===== src/rtl/motor_pkg.sv =====
// Purpose: Build options, timing counts and register map of the commutator
// Assumes: 100 MHz system clock, 3.58 MHz reference made by an NCO
// Notes: All build options are fixed here; only the enable bit in REG_CTRL is set at run time
package motor_pkg;
   typedef enum {SEP_60, SEP_120, SEP_240, SEP_300} hall_sep_e;

   // Clock and reference
   localparam int CLK_HZ = 100_000_000;
   localparam int REF_HZ = 3_580_000;
   localparam logic [31:0] NCO_INC =
      32'((64'(REF_HZ) << 32) / 64'(CLK_HZ));

   // Build options
   localparam int PHASES = 3;
   localparam hall_sep_e HALL_SEP = SEP_60;
   localparam logic [1:0] TACH_SEL = 2'h0;
   localparam int TACH_DIV = 1;
   localparam int POLES = 4;
   localparam int GAIN_HIGH = 0;
   localparam int TARGET_ONES = 5;

   // Derived counts
   localparam int TARGET_RPM = 3600;
   localparam int BAND_RPM = (GAIN_HIGH != 0) ? 6 : 40;
   localparam int LAT_W = 15;
   localparam int ACC_W = 16;
   localparam int SHIFT_DIV = (POLES == 8) ? 192 : 384;
   localparam int DIV_W = 9;
   localparam int TARGET_CNT =
      (REF_HZ * 60 * TACH_DIV) / (TARGET_RPM * (POLES / 2));
   localparam int STEP_RAW = (TARGET_CNT * BAND_RPM) / (TARGET_RPM * LAT_W);
   localparam int STEP_CNT = (STEP_RAW < 1) ? 1 : STEP_RAW;
   localparam logic [2:0] STEP_NONE = 3'h7;

   // Register map
   localparam int ADDR_W = 8;
   localparam logic [ADDR_W-1:0] REG_CTRL = 8'h00;
   localparam logic [ADDR_W-1:0] REG_STATUS = 8'h04;
   localparam logic [ADDR_W-1:0] REG_LATCH = 8'h08;
   localparam logic [ADDR_W-1:0] REG_PERIOD = 8'h0C;
   localparam int CTRL_EN_BIT = 0;
   localparam logic CTRL_EN_RST = 1'b0;
   localparam int ST_ONES_LSB = 0;
   localparam int ST_STEP_LSB = 4;
   localparam int ST_BRAKE_BIT = 8;
   localparam int ST_OC_BIT = 9;
   localparam logic [1:0] RESP_OKAY = 2'h0;
   localparam logic [1:0] RESP_SLVERR = 2'h2;
endpackage : motor_pkg


===== src/rtl/fixed_speed_motor_commutator.sv =====
// Purpose: Fixed speed regulator and commutator for a brushless DC motor
// Assumes: Hall, brake and overcurrent inputs arrive unsynchronised
// Notes: AXI4-Lite slave for enable and status
// Operation
// Tachometer taken from one fixed Hall input
// Tachometer prescaled by fixed 1, 2 or 4
// Prescaler event loads latches, clears accumulator
// Accumulator counts reference clocks between events
// Count addresses 15-output thermometer look-up
// Duty proportional to ones in latch
// Slow gives all ones, fast all zeros
// Table thresholds set loop gain, 40/6 RPM
// Latch loads shift register each commutation
// Shift clock divides reference by 384/192
// All 15 bits shift out, gate winding
// Winding on once per interval, no chopping
// Three-phase Hall spacing 60/120/240/300 option
// Four-phase variant uses 90 degree sensors
// Three sink, three source outputs driven
// Overcurrent switches every driver off
// Brake: sinks off, sources on
// Hold 3600 RPM from 3.58 MHz reference
// Duty at target between 30 and 70 percent
// Brake overrides overcurrent
// Accumulator saturates instead of wrapping
// Hall inputs synchronised before edge detection
//
// The AXI4-Lite register port and the register offsets are this design's own decisions.
module fixed_speed_motor_commutator (
   input wire logic clk_sys,
   input wire logic rst_n,
   input wire logic ce,
   input wire logic [2:0] hallIn,
   input wire logic overcurrent,
   input wire logic brake,
   output logic [2:0] sinkOn,
   output logic [2:0] sourceOn,
   input wire logic [motor_pkg::ADDR_W-1:0] s_axi_awaddr,
   input wire logic s_axi_awvalid,
   output logic s_axi_awready,
   input wire logic [31:0] s_axi_wdata,
   input wire logic [3:0] s_axi_wstrb,
   input wire logic s_axi_wvalid,
   output logic s_axi_wready,
   output logic [1:0] s_axi_bresp,
   output logic s_axi_bvalid,
   input wire logic s_axi_bready,
   input wire logic [motor_pkg::ADDR_W-1:0] s_axi_araddr,
   input wire logic s_axi_arvalid,
   output logic s_axi_arready,
   output logic [31:0] s_axi_rdata,
   output logic [1:0] s_axi_rresp,
   output logic s_axi_rvalid,
   input wire logic s_axi_rready
);
   import motor_pkg::*;

   // Hall position to commutation step, STEP_NONE for illegal codes
   function automatic logic [2:0] hall_step(input logic [2:0] h);
      logic [2:0] c;
      logic [2:0] s;
      c = h;
      if (HALL_SEP == SEP_240 || HALL_SEP == SEP_300) begin
         c = {h[1], h[2], h[0]};
      end
      s = STEP_NONE;
      if (HALL_SEP == SEP_60 || HALL_SEP == SEP_300) begin
         case (c)
            3'b001: s = 3'h0;
            3'b011: s = 3'h1;
            3'b111: s = 3'h2;
            3'b110: s = 3'h3;
            3'b100: s = 3'h4;
            3'b000: s = 3'h5;
            default: s = STEP_NONE;
         endcase
      end else begin
         case (c)
            3'b001: s = 3'h0;
            3'b011: s = 3'h1;
            3'b010: s = 3'h2;
            3'b110: s = 3'h3;
            3'b100: s = 3'h4;
            3'b101: s = 3'h5;
            default: s = STEP_NONE;
         endcase
      end
      return s;
   endfunction : hall_step

   function automatic logic [3:0] ones_count(input logic [LAT_W-1:0] v);
      logic [3:0] n;
      n = 4'h0;
      for (int i = 0; i < LAT_W; i++) begin
         n = n + {3'h0, v[i]};
      end
      return n;
   endfunction : ones_count

   // Reference clock from NCO
   logic [31:0] refPhase_r;
   logic [32:0] refSum;
   logic refTick;
   assign refSum = {1'b0, refPhase_r} + {1'b0, NCO_INC};
   assign refTick = refSum[32];

   // Input synchronisers
   logic [2:0] hallMeta_r;
   logic [2:0] hallSync_r;
   logic [2:0] hallPrev_r;
   logic [1:0] ctlMeta_r;
   logic [1:0] ctlSync_r;
   logic tachRise;
   logic commStart;
   assign tachRise = hallSync_r[TACH_SEL] & ~hallPrev_r[TACH_SEL];
   assign commStart = hallSync_r != hallPrev_r;

   // Prescaler
   logic [1:0] preCnt_r;
   logic preEvent;
   assign preEvent = tachRise && (preCnt_r == 2'(TACH_DIV - 1));

   // Accumulator and look-up
   logic [ACC_W-1:0] accCnt_r;
   logic [ACC_W-1:0] period_r;
   logic [LAT_W-1:0] lutOut;
   logic [LAT_W-1:0] latch_r;
   logic accFull;
   assign accFull = &accCnt_r;

   for (genvar i = 0; i < LAT_W; i++) begin : g_lut
      localparam int THR = TARGET_CNT - (TARGET_ONES - 1 - i) * STEP_CNT;
      // Thermometer: lower bits set first as the count rises
      assign lutOut[i] = accCnt_r >= ACC_W'(THR);
   end

   // Shift register and its clock divider
   logic [LAT_W-1:0] shift_r;
   logic [DIV_W-1:0] divCnt_r;
   logic shiftTick;
   logic gateOn;
   assign shiftTick = refTick && (divCnt_r == DIV_W'(SHIFT_DIV - 1));
   assign gateOn = shift_r[0];

   // Commutation decoder
   logic ctrlEn_r;
   logic [2:0] step;
   logic [2:0] rawSink;
   logic [2:0] rawSource;
   logic [2:0] sinkNxt;
   logic [2:0] sourceNxt;
   logic [2:0] sinkOn_r;
   logic [2:0] sourceOn_r;
   assign step = hall_step(hallSync_r);

   always_comb begin
      rawSink = 3'h0;
      rawSource = 3'h0;
      if (PHASES == 4) begin
         case ({hallSync_r[0], hallSync_r[1]})
            2'b00: rawSink = 3'b001;
            2'b10: rawSink = 3'b100;
            2'b11: rawSource = 3'b001;
            2'b01: rawSource = 3'b100;
            default: rawSink = 3'h0;
         endcase
      end else begin
         case (step)
            3'h0: begin
               rawSink = 3'b100;
               rawSource = 3'b010;
            end
            3'h1: begin
               rawSink = 3'b100;
               rawSource = 3'b001;
            end
            3'h2: begin
               rawSink = 3'b010;
               rawSource = 3'b001;
            end
            3'h3: begin
               rawSink = 3'b010;
               rawSource = 3'b100;
            end
            3'h4: begin
               rawSink = 3'b001;
               rawSource = 3'b100;
            end
            3'h5: begin
               rawSink = 3'b001;
               rawSource = 3'b010;
            end
            default: begin
               rawSink = 3'h0;
               rawSource = 3'h0;
            end
         endcase
      end
   end

   always_comb begin
      if (ctlSync_r[1]) begin
         sinkNxt = 3'h0;
         sourceNxt = 3'h7;
      end else if (ctlSync_r[0] || !ctrlEn_r) begin
         sinkNxt = 3'h0;
         sourceNxt = 3'h0;
      end else begin
         sinkNxt = gateOn ? rawSink : 3'h0;
         sourceNxt = gateOn ? rawSource : 3'h0;
      end
   end

   assign sinkOn = sinkOn_r;
   assign sourceOn = sourceOn_r;

   always_ff @(posedge clk_sys) begin
      if (!rst_n) begin
         refPhase_r <= 32'h0000_0000;
         hallMeta_r <= 3'h0;
         hallSync_r <= 3'h0;
         hallPrev_r <= 3'h0;
         ctlMeta_r <= 2'h0;
         ctlSync_r <= 2'h0;
      end else if (ce) begin
         refPhase_r <= refSum[31:0];
         hallMeta_r <= hallIn;
         hallSync_r <= hallMeta_r;
         hallPrev_r <= hallSync_r;
         ctlMeta_r <= {brake, overcurrent};
         ctlSync_r <= ctlMeta_r;
      end
   end

   always_ff @(posedge clk_sys) begin
      if (!rst_n) begin
         preCnt_r <= 2'h0;
         accCnt_r <= 16'h0000;
         period_r <= 16'h0000;
         latch_r <= 15'h0000;
      end else if (ce) begin
         if (tachRise) begin
            preCnt_r <= preEvent ? 2'h0 : preCnt_r + 2'h1;
         end
         if (preEvent) begin
            latch_r <= lutOut;
            period_r <= accCnt_r;
            accCnt_r <= 16'h0000;
         end else if (refTick && !accFull) begin
            accCnt_r <= accCnt_r + 16'h0001;
         end
      end
   end

   always_ff @(posedge clk_sys) begin
      if (!rst_n) begin
         shift_r <= 15'h0000;
         divCnt_r <= 9'h000;
         sinkOn_r <= 3'h0;
         sourceOn_r <= 3'h0;
      end else if (ce) begin
         sinkOn_r <= sinkNxt;
         sourceOn_r <= sourceNxt;
         if (commStart) begin
            shift_r <= latch_r;
            divCnt_r <= 9'h000;
         end else if (shiftTick) begin
            shift_r <= {1'b0, shift_r[LAT_W-1:1]};
            divCnt_r <= 9'h000;
         end else if (refTick) begin
            divCnt_r <= divCnt_r + 9'h001;
         end
      end
   end

   // AXI4-Lite write side
   logic awHeld_r;
   logic wHeld_r;
   logic [ADDR_W-1:0] awAddr_r;
   logic [31:0] wData_r;
   logic wLane0_r;
   logic bvalid_r;
   logic [1:0] bresp_r;
   logic doWrite;
   logic wrCtrl;
   // Readies follow ce so that no handshake is lost while frozen
   assign s_axi_awready = ce && !awHeld_r && !bvalid_r;
   assign s_axi_wready = ce && !wHeld_r && !bvalid_r;
   assign doWrite = awHeld_r && wHeld_r && !bvalid_r;
   assign wrCtrl = awAddr_r == REG_CTRL;
   assign s_axi_bvalid = bvalid_r;
   assign s_axi_bresp = bresp_r;

   always_ff @(posedge clk_sys) begin
      if (!rst_n) begin
         awHeld_r <= 1'b0;
         wHeld_r <= 1'b0;
         awAddr_r <= 8'h00;
         wData_r <= 32'h0000_0000;
         wLane0_r <= 1'b0;
         bvalid_r <= 1'b0;
         bresp_r <= RESP_OKAY;
         ctrlEn_r <= CTRL_EN_RST;
      end else if (ce) begin
         if (s_axi_awvalid && s_axi_awready) begin
            awHeld_r <= 1'b1;
            awAddr_r <= s_axi_awaddr;
         end
         if (s_axi_wvalid && s_axi_wready) begin
            wHeld_r <= 1'b1;
            wData_r <= s_axi_wdata;
            wLane0_r <= s_axi_wstrb[0];
         end
         if (doWrite) begin
            awHeld_r <= 1'b0;
            wHeld_r <= 1'b0;
            bvalid_r <= 1'b1;
            bresp_r <= wrCtrl ? RESP_OKAY : RESP_SLVERR;
            if (wrCtrl && wLane0_r) begin
               ctrlEn_r <= wData_r[CTRL_EN_BIT];
            end
         end else if (bvalid_r && s_axi_bready) begin
            bvalid_r <= 1'b0;
         end
      end
   end

   // AXI4-Lite read side
   logic rvalid_r;
   logic [31:0] rdata_r;
   logic [1:0] rresp_r;
   logic [31:0] rdMux;
   logic rdHit;
   logic [31:0] statusWord;
   assign statusWord = (32'(ones_count(latch_r)) << ST_ONES_LSB)
      | (32'(step) << ST_STEP_LSB)
      | (32'(ctlSync_r[1]) << ST_BRAKE_BIT)
      | (32'(ctlSync_r[0]) << ST_OC_BIT);
   assign rdHit = (s_axi_araddr == REG_CTRL) || (s_axi_araddr == REG_STATUS)
      || (s_axi_araddr == REG_LATCH) || (s_axi_araddr == REG_PERIOD);
   assign rdMux = (s_axi_araddr == REG_CTRL) ? 32'(ctrlEn_r) :
      (s_axi_araddr == REG_STATUS) ? statusWord :
      (s_axi_araddr == REG_LATCH) ? 32'(latch_r) :
      (s_axi_araddr == REG_PERIOD) ? 32'(period_r) : 32'h0000_0000;
   assign s_axi_arready = ce && !rvalid_r;
   assign s_axi_rvalid = rvalid_r;
   assign s_axi_rdata = rdata_r;
   assign s_axi_rresp = rresp_r;

   always_ff @(posedge clk_sys) begin
      if (!rst_n) begin
         rvalid_r <= 1'b0;
         rdata_r <= 32'h0000_0000;
         rresp_r <= RESP_OKAY;
      end else if (ce) begin
         if (s_axi_arvalid && !rvalid_r) begin
            rvalid_r <= 1'b1;
            rdata_r <= rdMux;
            rresp_r <= rdHit ? RESP_OKAY : RESP_SLVERR;
         end else if (rvalid_r && s_axi_rready) begin
            rvalid_r <= 1'b0;
         end
      end
   end
endmodule : fixed_speed_motor_commutator


===== config.mk =====
export PLATFORM = sky130hd
export DESIGN_NAME = fixed_speed_motor_commutator
export DESIGN_NICKNAME = d
export VERILOG_FILES = /design/src/rtl/motor_pkg.sv /design/src/rtl/fixed_speed_motor_commutator.sv
export SDC_FILE = /design/constraint.sdc
export NUM_CORES = 1
export LEC_CHECK = 0
export BUFFER_PORTS_ARGS = -buffer_cell sky130_fd_sc_hd__buf_2
export CAP_MARGIN = 20
export CORE_ASPECT_RATIO = 1.5
export CORE_UTILIZATION = 50
export DETAILED_ROUTE_END_ITERATION = 8
export GPL_TIMING_DRIVEN = 0
export PLACE_DENSITY = 0.71
export SETUP_SLACK_MARGIN = 0.1
export SYNTH_ARGS = -nofsm -noshare
export SYNTH_HDL_FRONTEND = slang
export SYNTH_SLANG_ARGS = --single-unit

===== constraint.sdc =====
create_clock -name clk_sys -period 6.05 [get_ports clk_sys]
set_input_delay 1.21 -clock clk_sys [delete_from_list [all_inputs] [get_ports clk_sys]]
set_output_delay 1.21 -clock clk_sys [all_outputs]
set_load 0.01 [all_outputs]

== Word level (Yosys, flattened, before mapping) ==
Index checks and enable logic that the tools add are counted.

* Bits in registers: 175
* Output and inout bits: 47

* Equality and inequality tests: 15
* Reduce and logical (&&, ||, !) cells: 59
* Add/subtract/negate cells: 18
* $lt $le $gt $ge: 15
* Bitwise logic cells: 5
* Multiplexer cells: 31

{| class="wikitable"
|+ Operators with widths
! cell !! number
|-
| $ge 16x15->1 const B || 15
|-
| $mux 16 || 6
|-
| $add 4x1->4 || 11
|-
| $add 32x28->33 const B || 1
|-
| $mux 15 || 2
|-
| $mux 9 || 3
|-
| $reduce_and 2->1 || 13
|-
| $mux 3 || 6
|-
| $pmux 3 s3 || 2
|-
| $pmux 3 s6 || 1
|-
| $add 16x1->16 const B || 1
|-
| $eq 8x4->1 const B || 2
|-
| $logic_and 1x1->1 || 16
|-
| $logic_not 8->1 || 2
|-
| $reduce_and 16->1 || 1
|-
| $eq 3x3->1 const B || 5
|-
| $reduce_bool 2->1 || 6
|-
| $reduce_or 2->1 || 6
|-
| $or 9x10->10 || 1
|-
| $add 9x1->9 const B || 1
|-
| $eq 3x2->1 const B || 3
|-
| $eq 9x9->1 const B || 1
|-
| $or 7x9->9 || 1
|-
| $eq 8x3->1 const B || 1
|-
| other kinds (17) || 36
|}

== Longest topological paths before layout ==
Gate-level depths: netlist of the first run.

* Depth after elaboration: 19
* Mapped depth: 15
* Mapped depth without buffers: 15

== Least setup slack after synthesis of the first run ==
OpenSTA, ideal clock, no wires.

* Kind: register to register
* From: register latch_r[0]
* To: register rdata_r[2], in the netlist s_axi_rdata[2]
* Arrival time: 3644 ps
* Setup slack: 2278 ps
* Library setup time: 128 ps
* Stages on the path, launching flop included: 15
* Cells stage by stage: dfxtp_1 > inv_1 > fa_1 > fa_1 > fa_1 > fa_1 > inv_1 > fa_1 > inv_1 > fa_1 > xnor2_1 > o311a_1 > a21oi_1 > a2bb2oi_1 > nor2_1

* Word-level cells in the longest chain between the ends: 19

{| class="wikitable"
|+ RTL lines
! item !! line !! source
|-
| from (decl) || fixed_speed_motor_commutator.sv:127 || <nowiki>logic [LAT_W-1:0] latch_r;</nowiki>
|-
| from (signal assigned) || fixed_speed_motor_commutator.sv:246 || <nowiki>latch_r <= lutOut;</nowiki>
|-
| $add 1x1->2 || fixed_speed_motor_commutator.sv:95 || <nowiki>n = n + {3'h0, v[i]};</nowiki>
|-
| $add 2x1->3 || fixed_speed_motor_commutator.sv:95 ||
|-
| $add 3x1->4 || fixed_speed_motor_commutator.sv:95 ||
|-
| $add 4x1->4 (11 in a row) || fixed_speed_motor_commutator.sv:95 ||
|-
| $or 4x7->7 || fixed_speed_motor_commutator.sv:336 || <nowiki>| (32'(step) << ST_STEP_LSB)</nowiki>
|-
| $or 7x9->9 || fixed_speed_motor_commutator.sv:337 || <nowiki>| (32'(ctlSync_r[1]) << ST_BRAKE_BIT)</nowiki>
|-
| $or 9x10->10 || fixed_speed_motor_commutator.sv:338 || <nowiki>| (32'(ctlSync_r[0]) << ST_OC_BIT);</nowiki>
|-
| $mux 16 || fixed_speed_motor_commutator.sv:342 || <nowiki>(s_axi_araddr == REG_STATUS) ? statusWord :</nowiki>
|-
| $mux 16 || fixed_speed_motor_commutator.sv:341 || <nowiki>assign rdMux = (s_axi_araddr == REG_CTRL) ? 32'(ctrlEn_r) :</nowiki>
|-
| to (signal assigned) || fixed_speed_motor_commutator.sv:358 || <nowiki>rdata_r <= rdMux;</nowiki>
|-
| to (decl) || fixed_speed_motor_commutator.sv:330 || <nowiki>logic [31:0] rdata_r;</nowiki>
|}

Every way passes these cells.
A chain may end at the register's enable or synchronous reset.

== Worst setup path in the final report of the first run ==
Same ends and word-level chain as after synthesis.

==> impl_metrics.py, run 1 <==
metrics = {
    "clock_tree": {
        "htree_num_levels": 4,
        "cts_resized": 0,
        "root_buffer": "clkbuf_16",
        "worst_skew_pair.late_latency_ps": 430,
        "clk_path_buf_depth": 2,
        "ctsHoldBuffers": 0,
        "clock_sinks": 157,
        "cts_tree": "yes",
        "post_cts_buffers": 0,
        "clk_pin_slew_worst_paths_ps": 60,
        "numCtsBuffers": 17,
    },
    "floorplan": {
        "die_x_um": 106,
        "die_area_um2": 16600,
        "ioPinCount": 112,
        "core-area_um2": 15700,
        "row_count": 56,
        "initial_utilization_pct": 51.2,
        "fp.dieH_um": 157,
    },
    "setup_path": {
        "reg2regPathDepth": 14,
        "crit_path_end_kind": "register",
        "start_kind": "register",
        "path_max_fanout": 3,
        "required_ps": 6340,
        "crit_type": "reg2reg",
        "cp.arrival_ps": 4500,
    },
    "final_layout": {
        "fillCellCount": 1467,
        "final_util_pct": 59.0,
        "final_cells": 1314,
        "drive_gt1_share_pct": 12.3,
        "regArea_um2": 3140,
        "diodes": 0,
        "area_delta_synth_final_pct": 15.2,
        "nNetsFinal": 1182,
        "multi_input_area_um2": 4430,
    },
    "global_routing": {
        "grt_start_max_net_pins": 17,
        "grt_util_all_layers_pct": 27.1,
        "overflow": 0,
        "first_global_vias": 6950,
        "antenna_found_initial": 0,
        "grt_pass1_wl_um": 35000,
    },
    "logic_synthesis": {
        "seq_area_frac_synth_pct": 39.1,
        "yosysWarnings": 0,
        "synth_most_common_cell": "nand2_1",
        "postSynthAreaPerCell_um2": 7.99,
        "synth_ff_type": "dfxtp_1",
        "yosysTopAreaCell": "dfxtp_1",
        "yosysTopAreaCellShare_pct": 39.1,
        "netlist_top_cells_area": "dfxtp_1 (39%), nand2_1 (8.2%), mux2i_1 (6.0%), a21oi_1 (5.0%), nor2_1 (4.2%)",
        "synth.cell_area_um2": 8040,
        "synth_edf_count": 0,
        "async_flop_share_pct": 0,
        "synth-seq-cells": 157,
        "syn_inst": 1006,
        "yosys-top-cells-count": "nand2_1 (176), dfxtp_1 (157), nor2_1 (91)",
        "synth.distinct_cells": 69,
    },
    "route": {
        "route.detailed.drc": 0,
        "drt_wl_total_um": 21600,
        "routedWlPerCell_um": 16.5,
        "first_pass_iters": 5,
        "viasPerCell": 5.58,
        "ant_nets": 0,
        "dr.first_iter.drc_count": 466,
        "vias": 7332,
    },
    "sta": {
        "fin_tns_setup_ps": 0,
        "slew_headroom_pct": 49.0,
        "setup_viol": 0,
        "fin_worst_skew_ps": 7.31,
        "timing.final.crit_share_pct": 69.5,
        "setup_slack_ps": 1840,
        "final-max-slew-violation-count": 0,
        "worst_pin_slew_ps": 765,
        "period_minus_slack_ps": 4210,
        "fmax_ghz": 0.238,
        "rsz0062_at_grt": "false",
        "hold_viol_final": 0,
    },
    "power_and_ir_drop": {
        "ir_drop_mv": 0.139,
        "power.leakage_nw": 3.60,
        "total_power_w": 0.00248,
        "power_density_nw_per_um2": 267,
    },
    "placement": {
        "dpl.cell_count": 1282,
        "port_buffers": 56,
        "hpwl_um": 16300,
        "post-place-ws_ps": 1890,
        "gp_congestion": 0.968,
    },
    "worst_hold_path": {
        "holdPathStages": 2,
        "hold_class": "reg2reg",
    },
    "outcome": {
        "status": "finished, final reports clean",
    },
    "run": {
        "cap_viol_max_count": 0,
    },
}
## stage by stage
step                area (µm²)  hold slack (ps)
floorplan                 8110              431
global placement          8640              440
detailed placement        8640              444
CTS                       9260              451
global route              9260              476
finish                    9260              451
## cell families after synthesis
| kind of cell | synth area share, % |
|---|---|
| adders and majority gates | 3.89 |
| muxes | 6.25 |
| AOI/OAI and AO/OA | 18.3 |
| xor gates and xnor gates | 2.61 |
| DFF | 39.1 |
| buffers and inverters | 6.58 |
| other | 0.0466 |
| and+or+nand+nor | 23.2 |
## power breakdown
part | internal, W | switching [W]
registers | 0.00107 | 0.0000291
logic | 0.0000919 | 0.000154
clock network | 0.000695 | 0.000439
## registers in the layout, indices dropped and copies added (netlist names), 3 cells and up
name / cells
refPhase_r: 32
accCnt_r: 16
period_r: 16
s_axi_rdata: 16
latch_r: 15
shift_r: 15
divCnt_r: 9
awAddr_r: 8
hallMeta_r: 3
hallPrev_r: 3
hallSync_r: 3
sinkOn: 3
sourceOn: 3
## worst paths after layout
check / start / endpoint / slack, ps
min: awAddr_r[6] / awAddr_r[6] / 450
min reg2reg: awAddr_r[6] / awAddr_r[6] / 450
max: latch_r[0] / s_axi_rdata[2] / 1840
max reg2reg: latch_r[0] / s_axi_rdata[2] / 1840
## worst max-delay path, cell delays in order (launching register included)
cell	delay, ps
dfxtp_1	360
inv_1	120
fa_1	590
fa_1	460
fa_1	530
fa_1	410
inv_1	90
fa_1	200
inv_1	60
fa_1	380
xnor2_1	160
o311a_1	310
a21oi_1	170
a2bb2oi_1	190
nor2_1	50
## layer usage
layer  up-vias  GRT usage [%]  routed length (µm)
li1       3667              -                   -
met1      3434           30.5                8910
met2       193           49.9               11200
met3        38           4.51                 858
met4         0           12.1                 674
met5         -              0                   0
## layout make-up
type | count | share of cell area [%]
plain buffers | 81 | 4.38
clock buffers | 20 | 4.71
clock inverters | 12 | 2.01
inverters | 33 | 1.34
multi-input cells | 752 | 47.9
flip-flops and latches | 157 | 33.9
well taps | 203 | 2.74
repair buffers | 56 | 3.03
## cells in the final DEF (no fill, tap or decap), drive strengths merged, types with 10 or more instances in the layout
master	count
and2	11
nor3	17
nand2	176
nand4	14
mux2i	48
clkbuf	69
conb	18
a21oi	84
and3	12
xnor2	19
inv	34
dfxtp	157
buf	88
a31oi	16
nand2b	11
o21ai	63
nand3	28
or3	10
fa	10
nor2	91
Note: power is estimated with default switching activity, not from simulation.
==> run 2, diff against run 1 <==
Settings changed: ABC_AREA set to 1.
Clock period 6.05 ns to 4.1 ns, I/O delays scaled along.
==> impl_metrics.py, run 2 <==
metrics = {
    "logic_synthesis": {
        "syn_inst": 1266,
        "synth_edf_count": 0,
        "synthMuxAreaShare_pct": 0,
        "synth.distinct_cells": 44,
        "synth_xor_area_share_pct": 1.15,
        "yosysTopAreaCellShare_pct": 37.4,
        "synth_top_family_by_area": "simple AND/OR/NAND/NOR gates",
        "seq_area_frac_synth_pct": 37.4,
        "async_flop_share_pct": 0,
        "synth_ff_type": "dfxtp_1",
        "synth-simple-area-share_pct": 30.3,
        "synth.cell_area_um2": 8400,
        "yosysTopAreaCell": "dfxtp_1",
        "synth-compound-area-share_pct": 16.7,
        "synthAdderAreaFrac_pct": 3.72,
        "synth-seq-cells": 157,
        "synth_most_common_cell": "nand2_1",
        "yosys-top-cells-count": "nand2_1 (272), nor2_1 (171), dfxtp_1 (157)",
        "postSynthAreaPerCell_um2": 6.63,
        "netlist_top_cells_area": "dfxtp_1 (37%), nand2_1 (12%), nor2_1 (7.6%), a21oi_1 (7.3%), o21ai_0 (6.7%)",
        "yosysWarnings": 0,
    },
    "setup_path": {
        "required_ps": 4460,
        "start_kind": "register",
        "crit_path_end_kind": "register",
        "path_max_fanout": 3,
        "cp.arrival_ps": 4110,
        "crit_type": "reg2reg",
    },
    "clock_tree": {
        "cts_tree": "yes",
        "cts_resized": 0,
        "clk_path_buf_depth": 2,
        "ctsHoldBuffers": 0,
        "post_cts_buffers": 0,
        "clock_sinks": 157,
        "numCtsBuffers": 17,
        "worst_skew_pair.late_latency_ps": 440,
        "clk_pin_slew_worst_paths_ps": 70,
        "root_buffer": "clkbuf_16",
        "htree_num_levels": 4,
    },
    "sta": {
        "fmax_ghz": 0.267,
        "fin_worst_skew_ps": 9.99,
        "worst_pin_slew_ps": 815,
        "fin_tns_setup_ps": 0,
        "hold_viol_final": 0,
        "setup_viol": 0,
        "period_minus_slack_ps": 3740,
        "final-max-slew-violation-count": 0,
        "slew_headroom_pct": 45.7,
        "timing.final.crit_share_pct": 91.3,
        "rsz0062_at_grt": "false",
        "setup_slack_ps": 358,
    },
    "floorplan": {
        "row_count": 57,
        "initial_utilization_pct": 51.4,
        "core-area_um2": 16300,
        "die_area_um2": 17300,
        "die_x_um": 108,
        "ioPinCount": 112,
        "fp.dieH_um": 161,
    },
    "route": {
        "dr.first_iter.drc_count": 588,
        "route.detailed.drc": 0,
        "routedWlPerCell_um": 15.6,
        "vias": 8447,
        "drt_wl_total_um": 24700,
        "first_pass_iters": 5,
        "viasPerCell": 5.35,
        "ant_nets": 0,
    },
    "final_layout": {
        "final_cell_mix": "nand2_1 (272), nor2_1 (171), dfxtp_1 (157)",
        "drive_gt1_share_pct": 10.5,
        "nNetsFinal": 1445,
        "top_register": "refPhase_r",
        "area_delta_synth_final_pct": 14.2,
        "final_common_cell": "nand2_1",
        "design_area_um2": 9590,
        "diodes": 0,
        "largest_register_ffs": 32,
    },
    "placement": {
        "gp_congestion": 0.901,
        "dpl_cell_area_um2": 9010,
        "port_buffers": 59,
        "hpwl_um": 18800,
        "post-place-ws_ps": 372,
    },
    "power_and_ir_drop": {
        "power.leakage_nw": 4.14,
        "p_sw_w": 0.00106,
        "p_int_w": 0.00261,
        "total_power_w": 0.00367,
        "ir_drop_mv": 0.228,
        "power_frac_comb_pct": 12.4,
        "switching_share_pct": 28.9,
        "power_density_nw_per_um2": 383,
        "seqPwrFrac_pct": 45.1,
        "p_clk_share_pct": 42.6,
    },
    "run": {
        "cap_viol_max_count": 0,
    },
    "global_routing": {
        "first_global_vias": 7863,
        "grt_start_max_net_pins": 17,
        "grt_pass1_wl_um": 38500,
        "grt_util_all_layers_pct": 28.9,
        "overflow": 0,
        "antenna_found_initial": 0,
    },
    "worst_hold_path": {
        "hold_class": "reg2reg",
    },
    "outcome": {
        "status": "finished, final reports clean",
    },
}
==> run 2: cell types whose count changed in the layout (fill, tap and decap cells not counted), sizes merged, moves of 14 or more <==
| cell | before | now |
|---|---|---|
| nand3 | 28 | 82 |
| clkbuf | 69 | 50 |
| xnor2 | 19 | 1 |
| mux2i | 48 | 0 |
| inv | 34 | 150 |
| o21ai | 63 | 113 |
| nor2 | 91 | 179 |
| nand2 | 176 | 277 |
| a21oi | 84 | 125 |
| nor3 | 17 | 31 |
==> run 2: cell type report <==
| cell class | count | area (µm²) |
|---|---|---|
| Fill cell | 1606 | 6740 |
| Timing Repair Buffer | 59 | 295 |
| Multi-Input combinational cell | 914 | 4430 |
| Clock buffer | 17 | 425 |
| Clock inverter | 14 | 150 |
| Tap cell | 206 | 258 |
| Sequential cell | 157 | 3140 |
| Buffer | 68 | 353 |
| Inverter | 144 | 541 |
==> run 2: critical path, stage by stage (launching register included) <==
cell and delay [ps]:
dfxtp_1 330, inv_1 90, fa_1 600, fa_1 450
fa_1 480, fa_1 490, inv_1 50, fa_1 390
inv_1 80, fa_1 400, nand2_1 80, nand3_1 90
a21oi_1 140
==> run 2: metrics by stage <==
stage	utilization [%]	std cells	hold slack, ps
2_1_floorplan	-	1283	430
3_3_place_gp	55.2	1548	449
3_5_place_dp	55.2	1548	451
4_1_cts	58.7	1579	463
5_1_grt	58.7	1579	478
6_report	58.7	1579	461
==> run 2: cell families (layout without fill, tap and decap cells) <==
| family | count (synthesis) | in the layout |
|---|---|---|
| XOR/XNOR | 11 | 11 |
| adder cells (fa/ha/maj) | 19 | 19 |
| AND/OR/NAND/NOR | 600 | 600 |
| AO/OA/AOI/OAI | 266 | 266 |
| other | 1 | 18 |
| buffers and inverters | 212 | 302 |
| flip-flops | 157 | 157 |
==> run 2: final timing paths <==
path | startpoint | end | slack [ps] | cells past startpoint
max | latch_r[0] | s_axi_rdata[1] | 360 | 12
min | s_axi_rdata[3] | s_axi_rdata[3] | 460 | 2
max reg2reg | latch_r[0] | s_axi_rdata[1] | 360 | 12
min reg2reg | s_axi_rdata[3] | s_axi_rdata[3] | 460 | 2
==> run 2: power by group through the flow <==
| stage | Clock (W) | Combinational, W | Sequential, W |
|---|---|---|---|
| 6_report | 0.00156 | 0.000453 | 0.00165 |
| 5_1_grt | 0.00164 | 0.000510 | 0.00166 |
| 2_1_floorplan | 0 | 0.000323 | 0.00167 |
| 3_5_place_dp | 0 | 0.000450 | 0.00169 |
| 4_1_cts | 0.00158 | 0.000453 | 0.00165 |
| 3_3_place_gp | 0 | 0.000440 | 0.00168 |
==> run 2: metal layers <==
metal	GRT usage, %	wire length, µm
met1	30.0	9260
met2	52.7	12900
met3	4.67	1150
met5	0	0
met4	18.7	1330
